--- src/verilog/cts_pkg.sv ---
// constants, register map and state type of the capacitive touch scanner
package cts_pkg;

    // ========================================================
    // register indices; byte address is four times the index
    localparam logic [7:0] IDX_CH3_HI = 8'hD9;
    localparam logic [7:0] IDX_CH4_LO = 8'hDA;
    localparam logic [7:0] IDX_CH4_HI = 8'hDB;
    localparam logic [7:0] IDX_REF_LO = 8'hDC;
    localparam logic [7:0] IDX_REF_HI = 8'hDD;
    localparam logic [7:0] IDX_CLK_SRC = 8'hDE;
    localparam logic [7:0] IDX_ANALOG = 8'hDF;
    localparam logic [7:0] IDX_CH0_LO = 8'hE1;
    localparam logic [7:0] IDX_CH0_HI = 8'hE2;
    localparam logic [7:0] IDX_CH1_LO = 8'hE3;
    localparam logic [7:0] IDX_CH1_HI = 8'hE4;
    localparam logic [7:0] IDX_CH2_LO = 8'hE5;
    localparam logic [7:0] IDX_CH2_HI = 8'hE6;
    localparam logic [7:0] IDX_CH3_LO = 8'hE7;
    localparam logic [7:0] IDX_CONTROL = 8'hF8;
    localparam logic [7:0] IDX_DIV_DIS = 8'hF9;
    localparam logic [7:0] IDX_INTERVAL = 8'hFA;
    localparam logic [7:0] IDX_DONE = 8'hFB;
    localparam logic [7:0] IDX_IRQ_STATUS = 8'hFC;
    localparam logic [7:0] IDX_IRQ_CLEAR = 8'hFD;
    localparam logic [7:0] IDX_IRQ_ENABLE = 8'hFE;

    // ========================================================
    // reset values
    localparam logic [7:0] CONTROL_RST = 8'h04;
    localparam logic [7:0] ANALOG_RST = 8'h00;
    localparam logic [7:0] DIV_DIS_RST = 8'h1F;
    localparam logic [5:0] IRQ_EN_RST = 6'h3F;

    // ========================================================
    // field positions
    localparam int CTL_START = 7;
    localparam int CTL_IE = 6;
    localparam int CTL_MODE = 5;
    localparam int CTL_HOP = 4;
    localparam int CTL_REF = 3;
    localparam int DIV_MSB = 7;
    localparam int DIV_LSB = 5;
    localparam int TMS_MSB = 4;

    // ========================================================
    // idle channel drive codes, prescaler and channel count
    localparam logic [1:0] IDLE_FLOAT = 2'h0;
    localparam logic [1:0] IDLE_LOW = 2'h1;
    localparam logic [1:0] IDLE_COMP = 2'h2;
    localparam logic [1:0] HS_PRESCALE_LAST = 2'h3;
    localparam int NUM_CH = 6;
    localparam logic [2:0] NO_CH = 3'h6;

    typedef enum logic [1:0] {
        S_IDLE,
        S_DISCH,
        S_CHARGE
    } cts_state_e;

endpackage

--- src/verilog/cts_top.sv ---
// capacitive touch scanner: apb registers, scan sequencer, pin drive
//
// Decided for this implementation: the APB slave port.
`timescale 1ns/10ps

// Functional notes
// - start by bit in mode 0, timer in 1
// - on completion clear start, flag, store result
// - hopping steps divider 1,2,3,4 per charge cycle
// - hopping ignores programmed touch clock divider
// - idle channels float, low, or compensation drive
// - two bits select amplifier output level
// - sample clock: fast osc over four, slow osc
// - touch clock divided by field plus one
// - discharge lasts setting times 128 touch periods, one period if setting is zero
// - timer fires every (interval+1)*128 slow periods
// - six done flags, software writes one clears
// - interrupt when flag set and enable bit
module cts_top #(
    parameter int UNIT = 128,
    parameter int ADDR_W = 12
) (
    input wire logic pclk,
    input wire logic presetn,
    input wire logic psel,
    input wire logic penable,
    input wire logic pwrite,
    input wire logic [ADDR_W-1:0] paddr,
    input wire logic [31:0] pwdata,
    output logic [31:0] prdata,
    output logic pready,
    output logic pslverr,
    input wire logic low_speed_osc,
    input wire logic high_speed_osc,
    input wire logic [4:0] channel_enable,
    input wire logic comparator_in,
    output logic [5:0] electrode_out,
    output logic [5:0] electrode_oe,
    output logic modcap_discharge,
    output logic touch_irq,
    output logic [2:0] comparator_threshold_select,
    output logic [1:0] amp_output_level,
    output logic [1:0] internal_vref_level,
    output logic charge_supply_select,
    output logic reference_source_select
);

    // ========================================================
    // helpers
    function automatic logic [7:0] pick(input logic [15:0] v,
                                        input logic hi);
        pick = hi ? v[15:8] : v[7:0];
    endfunction

    // first enabled channel at or above start, NO_CH if none
    function automatic logic [2:0] next_ch(input logic [5:0] act,
                                           input logic [2:0] from);
        next_ch = cts_pkg::NO_CH;
        for (int i = cts_pkg::NUM_CH - 1; i >= 0; i--) begin
            if (act[i] && (3'(i) >= from)) begin
                next_ch = 3'(i);
            end
        end
    endfunction

    logic [7:0] touch_control;
    logic [7:0] touch_analog_config;
    logic touch_clock_source;
    logic [7:0] touch_divider_discharge;
    logic [7:0] touch_scan_interval;
    logic [5:0] channel_done_flags;
    logic [5:0] irq_enable;
    logic [15:0] result [cts_pkg::NUM_CH];
    cts_pkg::cts_state_e state;
    logic [2:0] ch_idx;
    logic [15:0] count;
    logic [15:0] dis_cnt;
    logic [15:0] tmr_cnt;
    logic [2:0] div_cnt;
    logic [1:0] hop_step;
    logic [1:0] hs_pre;
    logic phase;
    logic ls_q;
    logic hs_q;

    // ========================================================
    // apb decode
    logic [7:0] idx;
    logic hit;
    logic [7:0] rd_byte;
    logic acc;
    logic wr;
    assign idx = paddr[9:2];
    assign acc = psel & penable & pready;
    assign wr = acc & pwrite;

    // read mux; result bytes are read only and change only on store
    always_comb begin
        hit = 1'b1;
        rd_byte = 8'h00;
        unique case (idx)
            cts_pkg::IDX_CH0_LO: rd_byte = pick(result[0], 1'b0);
            cts_pkg::IDX_CH0_HI: rd_byte = pick(result[0], 1'b1);
            cts_pkg::IDX_CH1_LO: rd_byte = pick(result[1], 1'b0);
            cts_pkg::IDX_CH1_HI: rd_byte = pick(result[1], 1'b1);
            cts_pkg::IDX_CH2_LO: rd_byte = pick(result[2], 1'b0);
            cts_pkg::IDX_CH2_HI: rd_byte = pick(result[2], 1'b1);
            cts_pkg::IDX_CH3_LO: rd_byte = pick(result[3], 1'b0);
            cts_pkg::IDX_CH3_HI: rd_byte = pick(result[3], 1'b1);
            cts_pkg::IDX_CH4_LO: rd_byte = pick(result[4], 1'b0);
            cts_pkg::IDX_CH4_HI: rd_byte = pick(result[4], 1'b1);
            cts_pkg::IDX_REF_LO: rd_byte = pick(result[5], 1'b0);
            cts_pkg::IDX_REF_HI: rd_byte = pick(result[5], 1'b1);
            cts_pkg::IDX_CLK_SRC: rd_byte = {7'h00, touch_clock_source};
            cts_pkg::IDX_ANALOG: rd_byte = touch_analog_config;
            cts_pkg::IDX_CONTROL: rd_byte = touch_control;
            cts_pkg::IDX_DIV_DIS: rd_byte = touch_divider_discharge;
            cts_pkg::IDX_INTERVAL: rd_byte = touch_scan_interval;
            cts_pkg::IDX_DONE: rd_byte = {2'h0, channel_done_flags};
            cts_pkg::IDX_IRQ_STATUS: rd_byte = {2'h0, channel_done_flags};
            cts_pkg::IDX_IRQ_CLEAR: rd_byte = 8'h00;
            cts_pkg::IDX_IRQ_ENABLE: rd_byte = {2'h0, irq_enable};
            default: hit = 1'b0;
        endcase
        if (paddr[1:0] != 2'h0 || paddr[ADDR_W-1:10] != '0) begin
            hit = 1'b0;
        end
    end

    // no wait state: answer lands in the first access cycle
    always_ff @(posedge pclk or negedge presetn) begin
        if (!presetn) begin
            pready <= 1'b0;
            prdata <= 32'h0000_0000;
            pslverr <= 1'b0;
        end else begin
            pready <= psel & ~penable & ~pready;
            pslverr <= psel & ~penable & ~hit;
            if (psel && !penable) begin
                prdata <= {24'h00_0000, hit ? rd_byte : 8'h00};
            end
        end
    end

    // ========================================================
    // oscillator edges and touch clock
    logic ls_rise;
    logic hs_tick;
    logic tclk_tick;
    logic [2:0] div_sel;
    logic charge_tick;
    logic hop_on;
    assign ls_rise = low_speed_osc & ~ls_q;
    assign hs_tick = high_speed_osc & ~hs_q &
                     (hs_pre == cts_pkg::HS_PRESCALE_LAST);
    assign tclk_tick = touch_clock_source ? ls_rise : hs_tick;
    assign hop_on = touch_control[cts_pkg::CTL_HOP];
    // hopping overrides the programmed divider entirely
    assign div_sel = hop_on ? {1'b0, hop_step}
        : touch_divider_discharge[cts_pkg::DIV_MSB:cts_pkg::DIV_LSB];
    assign charge_tick = tclk_tick && (div_cnt == div_sel);

    // edge history and fast oscillator prescaler
    always_ff @(posedge pclk or negedge presetn) begin
        if (!presetn) begin
            ls_q <= 1'b0;
            hs_q <= 1'b0;
            hs_pre <= 2'h0;
        end else begin
            ls_q <= low_speed_osc;
            hs_q <= high_speed_osc;
            if (high_speed_osc && !hs_q) begin
                hs_pre <= hs_pre + 2'h1;
            end
        end
    end

    // divider restarts each scan so the first period is full length
    always_ff @(posedge pclk or negedge presetn) begin
        if (!presetn) begin
            div_cnt <= 3'h0;
        end else if (state == cts_pkg::S_IDLE || charge_tick) begin
            div_cnt <= 3'h0;
        end else if (tclk_tick) begin
            div_cnt <= div_cnt + 3'h1;
        end
    end

    // ========================================================
    // interval timer, runs only in timer start mode
    logic [15:0] tmr_target;
    logic timer_fire;
    logic mode_timer;
    assign mode_timer = touch_control[cts_pkg::CTL_MODE];
    assign tmr_target = 16'((16'(touch_scan_interval) + 16'h1)
                            * 16'(UNIT));
    assign timer_fire = mode_timer && ls_rise &&
                        (tmr_cnt == tmr_target - 16'h1);

    always_ff @(posedge pclk or negedge presetn) begin
        if (!presetn) begin
            tmr_cnt <= 16'h0000;
        end else if (!mode_timer || timer_fire) begin
            tmr_cnt <= 16'h0000;
        end else if (ls_rise) begin
            tmr_cnt <= tmr_cnt + 16'h1;
        end
    end

    // ========================================================
    // scan sequencer
    logic [5:0] act;
    logic go;
    logic [15:0] dis_target;
    logic ch_done;
    logic scan_end;
    logic [5:0] done_set;
    logic [2:0] first_ch;
    logic [2:0] follow_ch;
    logic cycle_end;
    assign act = {touch_control[cts_pkg::CTL_REF], channel_enable};
    // a timer tick during a scan is dropped, not queued
    assign go = (state == cts_pkg::S_IDLE) && (mode_timer ? timer_fire
                : touch_control[cts_pkg::CTL_START]);
    // a zero setting ends the discharge phase after one touch period
    assign dis_target = 16'(16'(touch_divider_discharge
                        [cts_pkg::TMS_MSB:0]) * 16'(UNIT));
    assign cycle_end = charge_tick && phase;
    assign ch_done = (state == cts_pkg::S_CHARGE) &&
                     (comparator_in || count == 16'hFFFF);
    assign first_ch = next_ch(act, 3'h0);
    assign follow_ch = next_ch(act, ch_idx + 3'h1);
    assign scan_end = (go && first_ch == cts_pkg::NO_CH) ||
                      (ch_done && follow_ch == cts_pkg::NO_CH);
    assign done_set = ch_done ? 6'(6'h01 << ch_idx) : 6'h00;

    always_ff @(posedge pclk or negedge presetn) begin
        if (!presetn) begin
            state <= cts_pkg::S_IDLE;
            ch_idx <= 3'h0;
            dis_cnt <= 16'h0000;
            count <= 16'h0000;
            phase <= 1'b0;
        end else begin
            unique case (state)
                cts_pkg::S_IDLE: begin
                    if (go && first_ch != cts_pkg::NO_CH) begin
                        state <= cts_pkg::S_DISCH;
                        ch_idx <= first_ch;
                        dis_cnt <= 16'h0000;
                    end
                end
                cts_pkg::S_DISCH: begin
                    if (charge_tick) begin
                        dis_cnt <= dis_cnt + 16'h1;
                        if (dis_cnt + 16'h1 >= dis_target) begin
                            state <= cts_pkg::S_CHARGE;
                            count <= 16'h0000;
                            phase <= 1'b0;
                        end
                    end
                end
                cts_pkg::S_CHARGE: begin
                    if (ch_done) begin
                        phase <= 1'b0;
                        dis_cnt <= 16'h0000;
                        ch_idx <= follow_ch;
                        state <= (follow_ch == cts_pkg::NO_CH) ?
                                 cts_pkg::S_IDLE : cts_pkg::S_DISCH;
                    end else if (charge_tick) begin
                        phase <= ~phase;
                        if (phase) begin
                            count <= count + 16'h1;
                        end
                    end
                end
            endcase
        end
    end

    // hop step advances once per whole charge cycle
    always_ff @(posedge pclk or negedge presetn) begin
        if (!presetn) begin
            hop_step <= 2'h0;
        end else if (!hop_on || state == cts_pkg::S_IDLE) begin
            hop_step <= 2'h0;
        end else if (cycle_end && state == cts_pkg::S_CHARGE) begin
            hop_step <= hop_step + 2'h1;
        end
    end

    // results overwrite only when their channel completes
    always_ff @(posedge pclk or negedge presetn) begin
        if (!presetn) begin
            for (int i = 0; i < cts_pkg::NUM_CH; i++) begin
                result[i] <= 16'h0000;
            end
        end else if (ch_done) begin
            result[ch_idx] <= count;
        end
    end

    // ========================================================
    // software registers
    always_ff @(posedge pclk or negedge presetn) begin
        if (!presetn) begin
            touch_control <= cts_pkg::CONTROL_RST;
            touch_analog_config <= cts_pkg::ANALOG_RST;
            touch_clock_source <= 1'b0;
            touch_divider_discharge <= cts_pkg::DIV_DIS_RST;
            touch_scan_interval <= 8'h00;
            irq_enable <= cts_pkg::IRQ_EN_RST;
        end else begin
            if (scan_end) begin
                touch_control[cts_pkg::CTL_START] <= 1'b0;
            end
            // a software write of the start bit wins over the clear
            if (wr && idx == cts_pkg::IDX_CONTROL) begin
                touch_control <= pwdata[7:0];
            end
            if (wr && idx == cts_pkg::IDX_ANALOG) begin
                touch_analog_config <= pwdata[7:0];
            end
            if (wr && idx == cts_pkg::IDX_CLK_SRC) begin
                touch_clock_source <= pwdata[0];
            end
            if (wr && idx == cts_pkg::IDX_DIV_DIS) begin
                touch_divider_discharge <= pwdata[7:0];
            end
            if (wr && idx == cts_pkg::IDX_INTERVAL) begin
                touch_scan_interval <= pwdata[7:0];
            end
            if (wr && idx == cts_pkg::IDX_IRQ_ENABLE) begin
                irq_enable <= pwdata[5:0];
            end
        end
    end

    // done flags: write one clears, a same-cycle set wins
    logic [5:0] clr;
    logic [5:0] next_flags;
    assign clr = (wr && (idx == cts_pkg::IDX_DONE ||
                  idx == cts_pkg::IDX_IRQ_CLEAR)) ? pwdata[5:0] : 6'h00;
    assign next_flags = (channel_done_flags & ~clr) | done_set;

    always_ff @(posedge pclk or negedge presetn) begin
        if (!presetn) begin
            channel_done_flags <= 6'h00;
            touch_irq <= 1'b0;
        end else begin
            channel_done_flags <= next_flags;
            touch_irq <= touch_control[cts_pkg::CTL_IE] &
                         (|(next_flags & irq_enable));
        end
    end

    // ========================================================
    // electrode and capacitor drive
    logic [1:0] idle_drive;
    logic busy;
    assign idle_drive = touch_analog_config[7:6];
    assign busy = (state != cts_pkg::S_IDLE);

    always_ff @(posedge pclk or negedge presetn) begin
        if (!presetn) begin
            electrode_out <= 6'h00;
            electrode_oe <= 6'h00;
            modcap_discharge <= 1'b0;
        end else begin
            modcap_discharge <= (state == cts_pkg::S_DISCH);
            for (int i = 0; i < cts_pkg::NUM_CH; i++) begin
                if (busy && 3'(i) == ch_idx) begin
                    electrode_oe[i] <= 1'b1;
                    electrode_out[i] <= (state == cts_pkg::S_CHARGE) & phase;
                end else begin
                    unique case (idle_drive)
                        cts_pkg::IDLE_LOW: begin
                            electrode_oe[i] <= 1'b1;
                            electrode_out[i] <= 1'b0;
                        end
                        cts_pkg::IDLE_COMP: begin
                            electrode_oe[i] <= 1'b1;
                            electrode_out[i] <=
                                (state == cts_pkg::S_CHARGE) & phase;
                        end
                        default: begin
                            electrode_oe[i] <= 1'b0;
                            electrode_out[i] <= 1'b0;
                        end
                    endcase
                end
            end
        end
    end

    // analog settings come straight off register bits
    assign amp_output_level = touch_analog_config[5:4];
    assign internal_vref_level = touch_analog_config[3:2];
    assign charge_supply_select = touch_analog_config[1];
    assign reference_source_select = touch_analog_config[0];
    assign comparator_threshold_select = touch_control[2:0];
endmodule

--- config.mk ---
export PLATFORM = sky130hd
export DESIGN_NAME = cts_top
export DESIGN_NICKNAME = d
export VERILOG_FILES = /design/src/verilog/cts_pkg.sv /design/src/verilog/cts_top.sv
export SDC_FILE = /design/constraint.sdc
export NUM_CORES = 1
export LEC_CHECK = 0
export BUFFER_PORTS_ARGS = -buffer_cell sky130_fd_sc_hd__buf_2
export CAP_MARGIN = 30
export CELL_PAD_IN_SITES_DETAIL_PLACEMENT = 2
export CELL_PAD_IN_SITES_GLOBAL_PLACEMENT = 2
export CORE_ASPECT_RATIO = 1.75
export CORE_UTILIZATION = 36
export DETAILED_ROUTE_END_ITERATION = 8
export GPL_TIMING_DRIVEN = 0
export PLACE_DENSITY = 0.88
export SLEW_MARGIN = 20
export SYNTH_ARGS = -nofsm -noshare
export SYNTH_HDL_FRONTEND = slang
export SYNTH_SLANG_ARGS = --single-unit
--- constraint.sdc ---
create_clock -name pclk -period 3.6 [get_ports pclk]
set_clock_uncertainty 0.2 [all_clocks]
set_input_delay 0.54 -clock pclk [delete_from_list [all_inputs] [get_ports pclk]]
set_output_delay 0.54 -clock pclk [all_outputs]
set_load 0.02 [all_outputs]
# Word level (Yosys, flattened, before mapping)
# Index checks and enable logic that the tools add are counted.
# word_totals
ff_bits,228
output_inout_bits,57
# op_classes
n_shift,1
mux,70
eq_ne,45
add_sub_neg,9
reduce_logical,63
bitwise_logic,22
n_lt_le_gt_ge,9
# ops
operator,n
16-bit 2-to-1 mux,11
"8-bit == test, second input constant",21
8-bit one-hot mux with 19 select lines,1
96-bit bitwise mux,1
"16-bit by 1-bit adder with 16-bit output, second input constant",3
16-bit demux with 3-bit select,1
16-bit one-hot mux with 3 select lines,1
3-bit 2-to-1 mux,15
1-bit logical AND,32
16-bit one-hot mux with 2 select lines,1
1-bit 2-to-1 mux,24
21-bit OR reduction,1
2-bit nonzero test,9
16-bit == test,1
"16-bit == test, second input constant",1
16-bit by 12-bit >= comparator with 1-bit output,1
2-bit 2-to-1 mux,8
8-bit 2-to-1 mux,2
"16-bit by 1-bit subtractor with 16-bit output, second input constant",1
"2-bit inequality test, second input constant",7
6-bit AND,2
6-bit 2-to-1 mux,2
1-bit AND,11
"8-bit by 1-bit adder with 9-bit output, second input constant",1
other kinds (32),61

# Longest topological paths before layout
# Gate-level depths: netlist of the first run.
# depth
ltp_word,14
mapped_depth,16
ltp_nobuf,15

# Worst setup path before layout of the first run
# No wires, ideal clock.
# synth_path
kind,reg2reg
startpoint,register dis_cnt[0]
endpoint,register count[8]
setup_slack_ps,-18
setup_ps,139
arrival_ps,3279
n_path_buf,1
period_less_slack_ps,3618
stages_incl_launch_ff,17
cell_sequence,dfrtp_1 > ha_1 > nand3_1 > nor2_1 > and3_1 > xor2_1 > ha_1 > nand4_1 > nor2_1 > o221ai_1 > o311a_1 > a21boi_1 > o21a_1 > buf_4 > nand4_1 > xor2_1 > nor2_1
# synth_via
elab_chain_cells,4
# synth_lines
element,line,rtl
from (decl),cts_top.sv:77,logic [15:0] dis_cnt;
from (signal assigned),cts_top.sv:255,dis_cnt <= dis_cnt + 16'h1;
16-bit by 1-bit adder with 16-bit output,cts_top.sv:256,if (dis_cnt + 16'h1 >= dis_target) begin
16-bit by 12-bit >= comparator with 1-bit output,cts_top.sv:256,
2-bit inequality test (no source line),n/a,
6-bit AND reduction (no source line),n/a,
to (signal assigned),cts_top.sv:273,count <= count + 16'h1;
to (decl),cts_top.sv:76,logic [15:0] count;
# Every way passes these cells.
# A chain may end at the register's enable or synchronous reset.

# Final worst setup path of the first run
# layout_path
startpoint,register dis_cnt[0]
endpoint,register count[5]
# Same word-level chain as after synthesis.

==> results of run 1 <==
synthesized netlist by cell type, types with 14 or more instances:
library cell  instances  area share [%]
dfrtp_1             216              45
mux2_2              133              13
nor2_1               91             2.9
nand2_1              77             2.4
a21oi_1              38             1.6
o21ai_0              36             1.5
a22oi_1              33             2.1
buf_4                33             2.1
xor2_1               33             2.4
nand3_1              29             1.2
clkbuf_1             22            0.69
ha_1                 21             2.2
inv_1                21            0.66
nand4_1              21             1.1
nor3_1               20            0.84
xnor2_1              20             1.5
and3_1               19            0.99
a22o_1               16             1.2
buf_2                16            0.67
a31oi_1              14            0.73
kinds of logic (layout without fill, tap and decap cells):
| kind of cell | after synthesis | in the layout | share of synthesized area [%] |
|---|---|---|---|
| flops | 228 | 228 | 47.9 |
| xor+xnor | 53 | 53 | 3.89 |
| compound gates | 223 | 223 | 13.5 |
| other cells | 1 | 26 | 0.0314 |
| buf+inv | 103 | 270 | 4.75 |
| fa+ha+maj | 21 | 21 | 2.20 |
| mux | 144 | 144 | 13.5 |
| simple gates | 325 | 325 | 14.2 |
cell usage in the layout (no fill, tap or decap), types with 6 or more instances in the layout:
cell       count
buf_6         14
a21oi_1       38
clkbuf_1      23
a31oi_1       13
conb_1        24
o21a_1         6
buf_4         90
nor2b_1       13
nand4_1       21
buf_2         69
a22o_1        16
nand2b_1       8
xnor2_1       18
nand2_1       76
and3_1        18
nor3_2         6
nor3_1        16
and4_1         8
dfstp_2       12
xor2_1        29
a222oi_1      13
a22oi_1       33
mux2_2       133
nand3_1       24
dfrtp_1      211
nor2_1        87
a221oi_1       8
a21o_1         9
o21ai_0       34
inv_1         21
clkbuf_16     23
ha_1          18
mux2i_1        9
registers in the layout (all words and copies together), names as in the netlist, 3 cells and up:
name,cells
dis_cnt,16
result,96
touch_analog_config,8
count,16
electrode_oe,6
touch_scan_interval,8
div_cnt,3
touch_divider_discharge,8
touch_control,8
prdata,8
tmr_cnt,16
channel_done_flags,6
ch_idx,3
irq_enable,6
electrode_out,6
path summary, 6_finish.rpt:
kind | start | end | slack [ns]
setup / recovery | dis_cnt[0] | count[5] | -0.30
hold / removal | pwdata[7] | touch_divider_discharge[7] | 0.13
setup reg to reg | dis_cnt[0] | count[5] | -0.30
hold reg to reg | prdata[2] | prdata[2] | 0.28
max in group asynchronous | presetn | count[9] | 1.58
min in group asynchronous | presetn | electrode_oe[4] | 0.26
critical path, cell delays in order, from the launching register on:
cell,delay (ns)
dfrtp_2,0.42
nand4_1,0.29
nor2_4,0.21
and4_4,0.27
xor2_4,0.08
ha_4,0.28
nand4_1,0.15
nor2_1,0.17
o221ai_1,0.12
o311a_1,0.43
a21boi_4,0.31
o21a_4,0.21
buf_6,0.10
nand4_1,0.15
xor2_1,0.27
nor2_1,0.08
cell type report:
class                   count  area, um^2  area share, %
diodes                      2        5.00         0.0341
plain buffers              75         504           3.43
clock buffers              33         663           4.52
clock inverters             8        93.8          0.639
inverters                  23        90.1          0.613
multi-input cells         790        6170           42.0
flip-flops and latches    228        5730           39.0
well taps                 400         500           3.41
repair buffers            131         931           6.34
layer usage:
metal | GRT usage (%) | share of wire (%)
met4 | 30.5 | 10
met2 | 56.9 | 49
met1 | 32.0 | 33
met3 | 6.43 | 7.2
met5 | 0 | 0.088
stage by stage:
stage	cells	worst slack, ns	utilization (%)	setup TNS, ns
floorplan	1121	0.0653	-	0
global placement	1584	-2.31	39.6	-516.37
detailed placement	1588	-1.02	40.0	-18.45
CTS	1660	-0.150	43.8	-0.800
global route	1689	-0.397	45.3	-8.92
finish	1690	-0.301	45.3	-4.47
power by group:
group | switching (W) | internal, W
clock | 0.00119 | 0.00143
combinational | 0.00104 | 0.000498
sequential | 0.000172 | 0.00266
repair_timing:
item,4_1_cts,5_1_grt
pin swaps,18,22
endpoints found under the hold margin,40,0
setup endpoints to repair,91,64
resized for setup,44,52
hold buffers,3,0
cloned,1,0
setup buffers,30,29
==> impl_metrics.ini, run 1 <==
[sta]
max_freq_mhz = 256
drv_slew = 0
hold_viol = 0
final-setup-viol-count = 53
tightestPinTransition_ns = 1.20
timing.hold.ws_ns = 0.133
rsz0062_at_grt = true
final.setup.worst_slack_ns = -0.301
timing.final.crit_share_pct = 108
slew_headroom_pct = 19.7
period_minus_slack_ns = 3.90

[floorplanning]
die_width_um = 140
start_util_pct = 36.8
num_io_pins = 114
die_h_um = 243
row_count = 87
core-area_um2 = 32400
die-area_um2 = 33900

[global_route]
track_usage_pct = 32.6
grt_pass1_vias = 12100
grt_pass1_wl_um = 81200
grt_max_degree = 98
antenna_found_initial = 5
grt-ovfl-total = 0

[logic_synthesis]
ys_types = 79
async_reset_ff_share_pct = 100
ys_seq_area_share_pct = 47.9
synth_edf_count = 0
yosys_warnings = 0
synth-seq-cells = 228
synth_area_per_cell_um2 = 10.9
synthFlopType = dfrtp_1
mappedNetlistArea_um2 = 11900
syn_inst = 1098

[route]
dr_total_vias = 11100
postRouteAntennaNets = 0
first_pass_iters = 6
wirelength_um = 59900
drc = 0
via_per_inst = 6.57
wire_per_inst_um = 35.4
drtIter0Drc = 924

[worst_setup_path]
cp-start-kind = register
path_max_fanout = 6
worstSetupPathType = reg -> reg
critPathCaptureType = register
crit_required_ns = 3.81
r2r_cells = 15
cp.arrival_ns = 4.11

[clocking]
htreeDepth = 1
cts-root-buf = clkbuf_16
cts_tree = done
clock_sinks = 228
clock_latency_ns = 0.55
clkTransAtPathRegs_ns = 0.07
clock_path_buffers = 3
cts_buffers = 23

[power_and_ir_drop]
power_density_nw_per_um2 = 476
power.leakage_nw = 6.76
vdd.ir_drop.worst_mv = 0.275
finalPower_w = 0.00698

[outcome]
outcome = finished, violations left
violations = negative setup slack

[placement]
dpl.hpwl_um = 32900
post_dp_cell_area_um2 = 13000
portBuffers = 63
gp_congestion = 0.912

[layout]
final_area_um2 = 14700
final_nets = 1350
area_delta_synth_final_pct = 22.9
drive_gt1_share_pct = 33.7
nFillCells = 3298

[run]
cap_violations = 0

[worst_hold_path]
worstHoldPathType = in -> reg
whs_path_depth = 2
No activity file was read; power rests on OpenSTA's default activity.
==> run 2: changes to the inputs <==
Settings changed: CELL_PAD_IN_SITES_DETAIL_PLACEMENT 2 to 0, CELL_PAD_IN_SITES_GLOBAL_PLACEMENT 2 to 1, CORE_UTILIZATION 36 to 43, GPL_TIMING_DRIVEN 0 to 1, PLACE_DENSITY 0.88 to 0.87.
==> impl_metrics.ini, run 2 (synthesis results as in run 1) <==
[outcome]
outcome = finished clean

[worst_setup_path]
crit_slowest_cell = dfrtp_1
r2r_setup_slack_ns = 0.19
path_cells = nand4_1, nor2_2, and4_4, xor2_2, ha_1, nand4_1, nor2_1, o221ai_1, o311a_1, a21boi_2, o21a_2, nand3_1, xor2_1, nor2_1
crit_required_ns = 3.77
cp_slowest_stage_delay_ns = 0.39
path_max_fanout = 6
cp-startpoint = dis_cnt[3]
crit_buf_inv = 0
critPathCaptureType = register
worstReg2RegStart = dis_cnt[3]
worstSetupPathType = reg -> reg
cp.arrival_ns = 3.59
cp-start-kind = register
critPathTopFamily = simple AND/OR/NAND/NOR gates

[global_route]
grt_max_degree = 101
track_usage_pct = 23.9
grt_pass1_vias = 9261
grt-ovfl-total = 0
grt_pass1_wl_um = 51900
antenna_found_initial = 0

[route]
via_per_inst = 5.88
wirelength_um = 33900
first_pass_iters = 5
wire_per_inst_um = 21.3
postRouteAntennaNets = 0
dr_total_vias = 9350
drc = 0
drtIter0Drc = 686

[run]
cap_violations = 0

[sta]
tightestPinTransition_ns = 0.905
timing.final.crit_share_pct = 94.8
final.setup.worst_slack_ns = 0.187
max_freq_mhz = 293
final-setup-viol-count = 0
period_minus_slack_ns = 3.41
slew_headroom_pct = 39.5
hold_viol = 0
fin_setup_tns_ns = 0
drv_slew = 0

[clocking]
cts-root-buf = clkbuf_16
htreeDepth = 1
clkTransAtPathRegs_ns = 0.07
clock_path_buffers = 3
clock_latency_ns = 0.52
cts_tree = done
clock_sinks = 228
cts_buffers = 22

[floorplanning]
core-area_um2 = 27300
die_h_um = 222
num_io_pins = 114
row_count = 80
start_util_pct = 43.7
die_width_um = 128
die-area_um2 = 28500

[layout]
layout_common_cells = 214 x dfrtp_1, 133 x mux2_2, 88 x nor2_1, 77 x nand2_1, 67 x buf_4
largest_reg_flops = 96
area_delta_synth_final_pct = 15.3
final_nets = 1284
drive_gt1_share_pct = 29.0
layout_commonest_cell = dfrtp_1
top_register = result
final_area_um2 = 13800
antenna-diode-count = 0

[power_and_ir_drop]
power_density_nw_per_um2 = 450
pwr-share-seq_pct = 45.2
switchingPower_w = 0.00185
vdd.ir_drop.worst_mv = 0.292
clkPwrFrac_pct = 37.2
p_int_w = 0.00434
combPwrFrac_pct = 17.5
p_sw_share_pct = 29.9
power.leakage_nw = 6.43

[placement]
dpl.hpwl_um = 24400
portBuffers = 65
pre_cts_slack_ns = -0.00976
post_dp_cell_area_um2 = 13000
gp_congestion = 0.942

[worst_hold_path]
hold_start = pwdata[6]
worstHoldPathType = in -> reg
==> run 2: power by group through the flow <==
stage	clock network, W	logic, W	registers (W)
5_1_grt	0.00242	0.00119	0.00282
4_1_cts	0.00233	0.00106	0.00280
2_1_floorplan	0	0.000684	0.00279
3_5_place_dp	0	0.00105	0.00285
3_3_place_gp	0	0.00103	0.00284
6_report	0.00231	0.00109	0.00280
==> run 2: layer usage <==
| metal | share of wire [%] | up-vias | wire, um | GRT usage, % |
|---|---|---|---|---|
| li1 | - | 4173 | - | - |
| met2 | 52 | 388 | 17600 | 42.9 |
| met4 | 6.7 | 0 | 2280 | 15.6 |
| met3 | 5.5 | 121 | 1850 | 2.77 |
| met1 | 36 | 4668 | 12200 | 26.2 |
| met5 | 0 | - | 0 | 0 |
==> run 2: through the flow <==
step	power (W)	hold slack, ns	util [%]	std cells
detailed placement	0.00389	0.262	47.4	1543
global placement	0.00387	0.248	47.4	1543
finish	0.00620	0.0885	50.4	1590
floorplan	0.00347	0.0444	-	1121
CTS	0.00619	0.0812	50.1	1585
global route	0.00643	0.132	50.4	1590
==> run 2: path summary, 6_finish.rpt <==
kind | endpoint | depth (start not counted)
min | touch_analog_config[6] | 3
max in group asynchronous | dis_cnt[9] | 3
min in group asynchronous | electrode_out[2] | 2
max reg2reg | count[14] | 14
max | count[14] | 14
min reg2reg | prdata[7] | 1
==> run 2: repair_timing <==
| item | CTS | global route |
|---|---|---|
| endpoints found under the hold margin | 88 | 0 |
| resized for setup | 1 | 14 |
| buffers inserted | 0 | 4 |
| hold buffers | 3 | 0 |
| setup endpoints to repair | 2 | 17 |
| gates cloned | 0 | 1 |
| pin swaps | 0 | 5 |
==> run 2: worst register-to-register path, cell delays in order, from the launching register on <==
cell and delay (ns):
dfrtp_1 0.39, nand4_1 0.23, nor2_2 0.22, and4_4 0.25
xor2_2 0.08, ha_1 0.32, nand4_1 0.12, nor2_1 0.12
o221ai_1 0.11, o311a_1 0.39, a21boi_2 0.26, o21a_2 0.28
nand3_1 0.11, xor2_1 0.15, nor2_1 0.06
==> run 2: cell type report <==
| class | instances | area [um^2] |
|---|---|---|
| fillers | 2427 | 13600 |
| clock inverters | 8 | 78.8 |
| well taps | 369 | 462 |
| flip-flops and latches | 228 | 5720 |
| clock buffers | 31 | 626 |
| repair buffers | 140 | 968 |
| inverters | 23 | 86.3 |
| multi-input cells | 791 | 5830 |
